$ cat src/rtl/interrupt_presented_status_pkg.sv
package ipt_pkg;
    // ------------------------------------------------------------
    // Register map (word offsets are byte addresses)
    // ------------------------------------------------------------
    localparam logic [7:0] ADDR_STATUS  = 8'h00;
    localparam logic [7:0] ADDR_RELOAD  = 8'h04;
    localparam logic [7:0] ADDR_TIMER   = 8'h08;
    localparam logic [7:0] ADDR_CTRL    = 8'h0c;
    localparam logic [7:0] ADDR_IRQ_ST  = 8'h10;
    localparam logic [7:0] ADDR_IRQ_MSK = 8'h14;

    // ------------------------------------------------------------
    // Field layout
    // ------------------------------------------------------------
    localparam int PRIO_LSB = 8;
    localparam int PRIO_W   = 3;
    localparam int VEC_LSB  = 0;
    localparam int VEC_W    = 6;

    // Control register bits
    localparam int CTRL_TMR_EN = 0;
    localparam int CTRL_SINGLE = 1;

    // Interrupt event bits
    localparam int EV_PRESENT = 0;
    localparam int EV_EXPIRE  = 1;
    localparam int EV_W       = 2;

    // ------------------------------------------------------------
    // Reset values
    // ------------------------------------------------------------
    localparam logic [31:0] RELOAD_RST = 32'h0000_0000;
    localparam logic [1:0]  CTRL_RST   = 2'h2;
    localparam logic [31:0] UNMAPPED   = 32'h0000_0000;
endpackage

$ cat src/rtl/interrupt_status_proximity_timer.sv
// Strobed register access and the address map were decided locally.
`timescale 1ns/1ns
// How it works
// - Priority of latest presented interrupt in bits 10:8
// - Vector of latest presented interrupt in bits 5:0
// - Unimplemented status bits always read zero
// - 32-bit reload register, read/write, resets zero
// - Trigger event loads timer from reload register
module interrupt_status_proximity_timer (
    input  wire logic        clk,          // 100 MHz clock
    input  wire logic        reset_n,      // Async reset, active low
    input  wire logic [7:0]  addr,         // Register byte address
    input  wire logic [31:0] wdata,        // Write data
    input  wire logic        wr,           // Write strobe
    input  wire logic        rd,           // Read strobe
    output logic      [31:0] rdata,        // Read data, cycle after rd
    input  wire logic        present,      // Core presented an interrupt
    input  wire logic [2:0]  present_prio, // Priority of presentation
    input  wire logic [5:0]  present_vec,  // Vector of presentation
    input  wire logic        tmr_trigger,  // Event triggering timer
    output logic             tmr_expired,  // One-cycle expiry pulse
    output logic             irq           // Level interrupt output
);
    // ------------------------------------------------------------
    // State
    // ------------------------------------------------------------
    typedef struct packed {
        logic [2:0]  prio;
        logic [5:0]  vec;
        logic [31:0] reload;
        logic [31:0] timer;
        logic        running;
        logic [1:0]  ctrl;
        logic [1:0]  irq_st;
        logic [1:0]  irq_msk;
        logic [31:0] rdata;
        logic        expired;
        logic        irq;
    } state_t;

    state_t s_q;
    state_t s_d;

    // Status word with reserved bits forced to zero
    function automatic logic [31:0] status_word(input logic [2:0] p,
                                                input logic [5:0] v);
        logic [31:0] w;
        w = 32'h0000_0000;
        w[ipt_pkg::PRIO_LSB +: ipt_pkg::PRIO_W] = p;
        w[ipt_pkg::VEC_LSB +: ipt_pkg::VEC_W]   = v;
        return w;
    endfunction

    // ------------------------------------------------------------
    // Next state
    // ------------------------------------------------------------
    // Trigger outranks the countdown so a fresh event restarts it whenever CTRL_TMR_EN is set
    always_comb
    begin
        logic [1:0] ev;
        ev = 2'h0;
        s_d = s_q;
        s_d.expired = 1'b0;
        // Capture only on a presentation, hold otherwise
        if (present)
        begin
            s_d.prio = present_prio;
            s_d.vec  = present_vec;
            ev[ipt_pkg::EV_PRESENT] = 1'b1;
        end
        // Proximity countdown
        if (tmr_trigger && s_q.ctrl[ipt_pkg::CTRL_TMR_EN])
        begin
            s_d.timer   = s_q.reload;
            s_d.running = 1'b1;
        end
        else if (s_q.running)
        begin
            if (s_q.timer == 32'h0000_0000)
            begin
                s_d.running = 1'b0;
                s_d.expired = 1'b1;
                ev[ipt_pkg::EV_EXPIRE] = 1'b1;
            end
            else
            begin
                s_d.timer = s_q.timer - 32'h0000_0001;
            end
        end
        // Register writes
        if (wr)
        begin
            unique case (addr)
                ipt_pkg::ADDR_RELOAD:  s_d.reload = wdata;
                ipt_pkg::ADDR_CTRL:    s_d.ctrl = wdata[1:0];
                ipt_pkg::ADDR_IRQ_MSK: s_d.irq_msk = wdata[1:0];
                ipt_pkg::ADDR_IRQ_ST:  s_d.irq_st = s_q.irq_st & ~wdata[1:0];
                default: ;
            endcase
        end
        // Set wins over a same-cycle clear
        s_d.irq_st = s_d.irq_st | ev;
        s_d.irq = |(s_d.irq_st & s_d.irq_msk);
        // Read data, valid only the cycle after rd
        s_d.rdata = 32'h0000_0000;
        if (rd)
        begin
            unique case (addr)
                ipt_pkg::ADDR_STATUS:  s_d.rdata = status_word(s_q.prio, s_q.vec);
                ipt_pkg::ADDR_RELOAD:  s_d.rdata = s_q.reload;
                ipt_pkg::ADDR_TIMER:   s_d.rdata = s_q.timer;
                ipt_pkg::ADDR_CTRL:    s_d.rdata = {30'h0, s_q.ctrl};
                ipt_pkg::ADDR_IRQ_ST:  s_d.rdata = {30'h0, s_q.irq_st};
                ipt_pkg::ADDR_IRQ_MSK: s_d.rdata = {30'h0, s_q.irq_msk};
                default: s_d.rdata = ipt_pkg::UNMAPPED;
            endcase
        end
    end

    // ------------------------------------------------------------
    // Registers
    // ------------------------------------------------------------
    always_ff @(posedge clk or negedge reset_n)
    begin
        if (!reset_n)
        begin
            s_q <= '0;
            s_q.reload <= ipt_pkg::RELOAD_RST;
            s_q.ctrl <= ipt_pkg::CTRL_RST;
        end
        else
        begin
            s_q <= s_d;
        end
    end

    assign rdata       = s_q.rdata;
    assign tmr_expired = s_q.expired;
    assign irq         = s_q.irq;

    // ------------------------------------------------------------
    // Checks
    // ------------------------------------------------------------
    prio_capture_a: assert property (
        @(posedge clk) disable iff (!reset_n)
        present |=> s_q.prio == $past(present_prio))
        else $error("priority not captured");

    vec_capture_a: assert property (
        @(posedge clk) disable iff (!reset_n)
        present |=> s_q.vec == $past(present_vec))
        else $error("vector not captured");

    status_zero_a: assert property (
        @(posedge clk) disable iff (!reset_n)
        rd && addr == ipt_pkg::ADDR_STATUS
        |=> rdata[31:11] == 21'h0 && rdata[7:6] == 2'h0)
        else $error("reserved status bits not zero");

    reload_rw_a: assert property (
        @(posedge clk) disable iff (!reset_n)
        wr && addr == ipt_pkg::ADDR_RELOAD ##1
        rd && addr == ipt_pkg::ADDR_RELOAD
        |=> rdata == $past(wdata, 2))
        else $error("reload readback wrong");

    timer_load_a: assert property (
        @(posedge clk) disable iff (!reset_n)
        tmr_trigger && s_q.ctrl[ipt_pkg::CTRL_TMR_EN]
        |=> s_q.timer == $past(s_q.reload) && s_q.running)
        else $error("timer not loaded");

    field_hold_a: assert property (
        @(posedge clk) disable iff (!reset_n)
        !present |=> $stable(s_q.prio) && $stable(s_q.vec))
        else $error("status changed without presentation");

    irq_level_a: assert property (
        @(posedge clk) disable iff (!reset_n)
        irq == |(s_q.irq_st & s_q.irq_msk))
        else $error("irq disagrees with status");

    expire_pulse_a: assert property (
        @(posedge clk) disable iff (!reset_n)
        tmr_expired |=> !tmr_expired)
        else $error("expiry longer than a cycle");
endmodule
$ cat config.mk
export PLATFORM = sky130hd
export DESIGN_NAME = interrupt_status_proximity_timer
export DESIGN_NICKNAME = d
export VERILOG_FILES = /design/src/rtl/interrupt_presented_status_pkg.sv /design/src/rtl/interrupt_status_proximity_timer.sv
export SDC_FILE = /design/constraint.sdc
export NUM_CORES = 1
export LEC_CHECK = 0
export BUFFER_PORTS_ARGS = -buffer_cell sky130_fd_sc_hd__buf_2
export CORE_ASPECT_RATIO = 0.7
export CORE_UTILIZATION = 57
export CTS_CLUSTER_SIZE = 28
export DETAILED_ROUTE_END_ITERATION = 10
export PLACE_DENSITY = 0.85
export RECOVER_POWER = 25
export SLEW_MARGIN = 30
export SYNTH_ARGS = -nofsm -noshare
export SYNTH_HDL_FRONTEND = slang
export SYNTH_SLANG_ARGS = --single-unit
$ cat constraint.sdc
create_clock -name clk -period 3 [get_ports clk]
set_clock_uncertainty 0.05 [all_clocks]
set_input_delay 0.3 -clock clk [delete_from_list [all_inputs] [get_ports clk]]
set_output_delay 0.3 -clock clk [all_outputs]
set_load 0.01 [all_outputs]
Yosys cells after proc, flatten, opt, wreduce, memory -nomap -nowiden
Index checks and enable logic that the tools add are counted.
W data, S select, Z words.

cells by class
  reduce and logical (&&, ||, !) cells = 8
  bitwise gates (word level) = 4
  multiplexer cells = 13
  $add $sub $neg = 1
  equal/unequal tests = 6

operators with widths
  cell                     count
  $pmux W32 S6             1
  $mux W33                 2
  $mux W32                 2
  $logic_not A32 Y1        1
  $sub A32 B1 Y32 const B  1
  $eq A8 B4 Y1 const B     2
  $eq A8 B5 Y1 const B     2
  $eq A8 B3 Y1 const B     1
  $logic_not A8 Y1         1
  $reduce_and A2 Y1        3
  $mux W1                  5
  $and A2 B2 Y2            2
  $mux W2                  2
  $mux W4                  1
  $ne A2 B2 Y1 const B     1
  $not A2 Y2               1
  $or A2 B2 Y2             1
  $reduce_bool A2 Y1       1
  $reduce_or A2 Y1         1
  $logic_and A1 B1 Y1      1

storage, ports and cells
  logic and storage cells = 43
  register bits = 114

Logic depth before layout (Yosys ltp)
  word-level depth = 7
  gate-level depth with buffers = 8
  depth with buffers taken out = 7

Worst setup path before layout
Ideal clock, no wire load.

  path kind = register to register
  start point = reg s_q[65] (netlist name)
  end point = reg s_q[66] (netlist name)
  setup slack = 0.788 ns
  stages on the path, launching flop included = 8
  data required time = 2.817 ns
  library setup time = 0.133 ns
  period minus slack after synthesis = 2.212 ns
  arrival time = 2.029 ns
  cells stage by stage = dfrtp_1 > or4_1 > buf_2 > nor4_4 > a41o_1 > buf_4 > buf_6 > o211ai_1

on the way
  cells in the longest elaborated chain, start to end = 4

ends and longest elaborated chain
  element          line                                    RTL
  from (decl)      interrupt_status_proximity_timer.sv:41  state_t s_q;
  $sub A32 B1 Y32  interrupt_status_proximity_timer.sv:87  s_d.timer = s_q.timer - 32'h0000_0001;
  $mux W32         interrupt_status_proximity_timer.sv:79  if (s_q.timer == 32'h0000_0000)
  $mux W33         interrupt_status_proximity_timer.sv:77  else if (s_q.running)
  $mux W33         interrupt_status_proximity_timer.sv:72  if (tmr_trigger && s_q.ctrl[ipt_pkg::CTRL_TMR_EN])

Several ways; a longest one is shown, not always the timed one. The select of a mux whose other input is x is not followed.
A chain may end at the register's enable or synchronous reset.

Worst setup path after layout
  start point = reg s_q[65] (netlist name)
  end point = reg s_q[67] (netlist name)

The elaborated chain is that of the path after synthesis.

==> metrics.md <==
| Metric | Value |
|---|---|
| Yosys warning total | `0` |
| Post-synth cell types | `59` |
| Critical path class | `reg -> reg` |
| RSZ-0062 raised after global routing | `no` |
| Share of layout cells above drive strength 1 | `0.241` |
| Die Footprint | `10,200 um^2` |
| Site Rows | `29` |
| Drt total wl | `13.5 mm` |
| Final nets | `645` |
| Total track usage | `0.287` |
| Clock Sinks | `114` |
| Status | `finished, final reports clean` |
| Max-Cap Viols | `0` |
| Asr flop ratio synth | `1.00` |
| P_leak | `3.05 nW` |
| Crit share post-route | `0.890` |
| Crit path from | `s_q[65]` |
| CTS resizes | `0` |
| Final setup viols | `0` |
| Via count | `4,441` |
| Initial cell density of the core | `0.602` |
| Peak supply drop | `0.000496 V` |
| Core area | `9290 um^2` |
| CTS tree | `done` |
| Reg clk slew, reported paths | `50 ps` |
| R2R cell count | `5` |
| CP Launch Type | `flip-flop` |
| R2R Setup Slk | `330 ps` |
| Worst setup EP type | `flip-flop` |
| Most frequent cells in the layout | `113 x dfrtp_1, 82 x buf_2, 65 x nor2_1` |
| Clock Root Buffer | `clkbuf_16` |
| Die H | `84.8 um` |
| Total CTS buffers | `17` |
| Commonest non-fill, non-tap cell in the layout | `dfrtp_1` |
| Clk_lat worst skew | `410 ps` |
| Final Critical Period | `2670 ps` |
| Total negative setup slack | `0 ps` |
| CP required | `3240 ps` |
| Mapped Nets | `590` |
| Routed length per placed instance | `18.6 um` |
| Postcts setup bufs | `0` |
| Post-Syn Area | `5590 um^2` |
| Worst Hold Depth | `2` |
| Via density | `6.13` |
| First-pass GRT wire length | `22.4 mm` |
| FMAX | `0.375 GHz` |
| Drt pass-1 iters | `6` |
| Final hold violations | `0` |
| CP arrival | `2910 ps` |
| Drc violations | `0` |
| Design Area, Final | `6430 um^2` |
| Layout filler cell count | `724` |
| Worst hold slack | `49.4 ps` |
| Detail Placement HPWL | `9.02 mm` |
| Worst-Margin Slew | `1300 ps` |
| Placer Congestion | `0.884` |
| Final Max Slew Viols | `0` |
| Reg2reg start | `s_q[65]` |
| R2R Path End | `s_q[67]` |
| PwrDens | `713 nW/um^2` |
| Antenna-violating nets left | `0` |
| CP max FO | `8` |
| Ports | `89` |
| Synth Instances | `534` |
| Hold Path End | `s_q[98]` |
| Htree depth | `4` |
| Total chip power | `0.00458 W` |
| Hold WC Path Type | `in -> reg` |
| Horiz. Die Dim | `120 um` |
| Largest net degree at the start of global routing | `64` |
| Ant. Diodes | `0` |
| CTS Buffer Depth | `2` |
| Total gr overflow | `0` |
| Antenna violations before repair | `0` |
| DR iter-0 viols | `461` |
| # port buffers | `88` |
| Average size of a mapped cell | `10.5 um^2` |
| Hold_sp | `wdata[25]` |
| Top FF cell, synth | `dfrtp_1` |
| FF+latch count, synth | `114` |
| Vias in the first global route | `4,399` |
| EDFF count, synth | `0` |
| Sequential area share after synthesis | `0.511` |
| Post-place instance area | `5900 um^2` |
| Area delta synth->final | `15.1%` |
| Max_slew headroom | `0.134` |
==> state kept, by name, indices dropped and copies added (netlist names) <==
name         flops
tmr_expired      1
s_q             80
irq              1
rdata           32
==> cells by family (layout without fill, tap and decap cells) <==
family	Yosys count	after routing	share of synthesized area
simple gates	174	174	0.160
compound gates	119	119	0.138
flops	114	114	0.511
buf+inv	67	134	0.0712
mux	59	59	0.118
fa+ha+maj	1	1	0.00224
==> critical path, stage by stage (launching register included) <==
cell and delay (ps):
dfrtp_1 430, or4_1 670, nor4_4 530, nand4_2 410, a311oi_1 390, nor2_1 60
==> final cells by class <==
type | instances | area, um^2 | share of cell area
repair buffers | 99 | 544 | 0.0846
well taps | 124 | 155 | 0.0241
multi-input cells | 353 | 2340 | 0.363
clock inverters | 6 | 30.0 | 0.00467
inverters | 4 | 15.0 | 0.00234
flip-flops and latches | 114 | 2850 | 0.444
clock buffers | 25 | 495 | 0.0771
==> power by group <==
group	leakage (nW)	switching [W]	internal (W)	total, W
registers	1.52	0.000244	0.00171	0.00195
logic	1.27	0.000510	0.000335	0.000845
clock network	0.266	0.000659	0.00113	0.00179
==> what timing repair did <==
item	4_1_cts	5_1_grt
hold buffers	1	0
hold endpoints to repair	51	0
setup endpoints to repair	0	0
==> through the flow <==
stage	std cells	util	setup WS, ps
after floorplan	534	-	788
after detailed placement	693	0.636	379
after CTS	725	0.693	378
final	725	0.692	331
after global routing	725	0.692	222
after global placement	693	0.636	510
==> metal layers <==
layer,up-vias,GRT usage,share of wire
met2,207,0.426,0.45
met5,-,0,0
met4,0,0.114,0.016
met3,23,0.0591,0.073
li1,2036,-,-
met1,2175,0.417,0.46
==> Yosys cell counts (all sizes together) (6+ instances only) <==
cell | number | area [um^2]
nor2 | 65 | 244
mux2 | 46 | 518
a21oi | 30 | 150
mux2i | 12 | 120
buf | 46 | 319
a22oi | 33 | 248
dfrtp | 113 | 2830
nand3 | 12 | 60.1
and2 | 9 | 56.3
o21ai | 25 | 125
nor4 | 13 | 103
nor3 | 15 | 85.1
clkbuf | 17 | 63.8
or4 | 6 | 45.0
and3 | 6 | 37.5
nand4 | 6 | 43.8
nand2 | 26 | 100
==> worst max path at each step <==
stage	end	slack, ps
floorplan	s_q[66]	790
global placement	s_q[68]	510
detailed placement	s_q[91]	380
CTS	s_q[67]	380
global route	s_q[67]	220
finish	s_q[67]	330
Note: power is estimated with default switching activity, not from simulation.
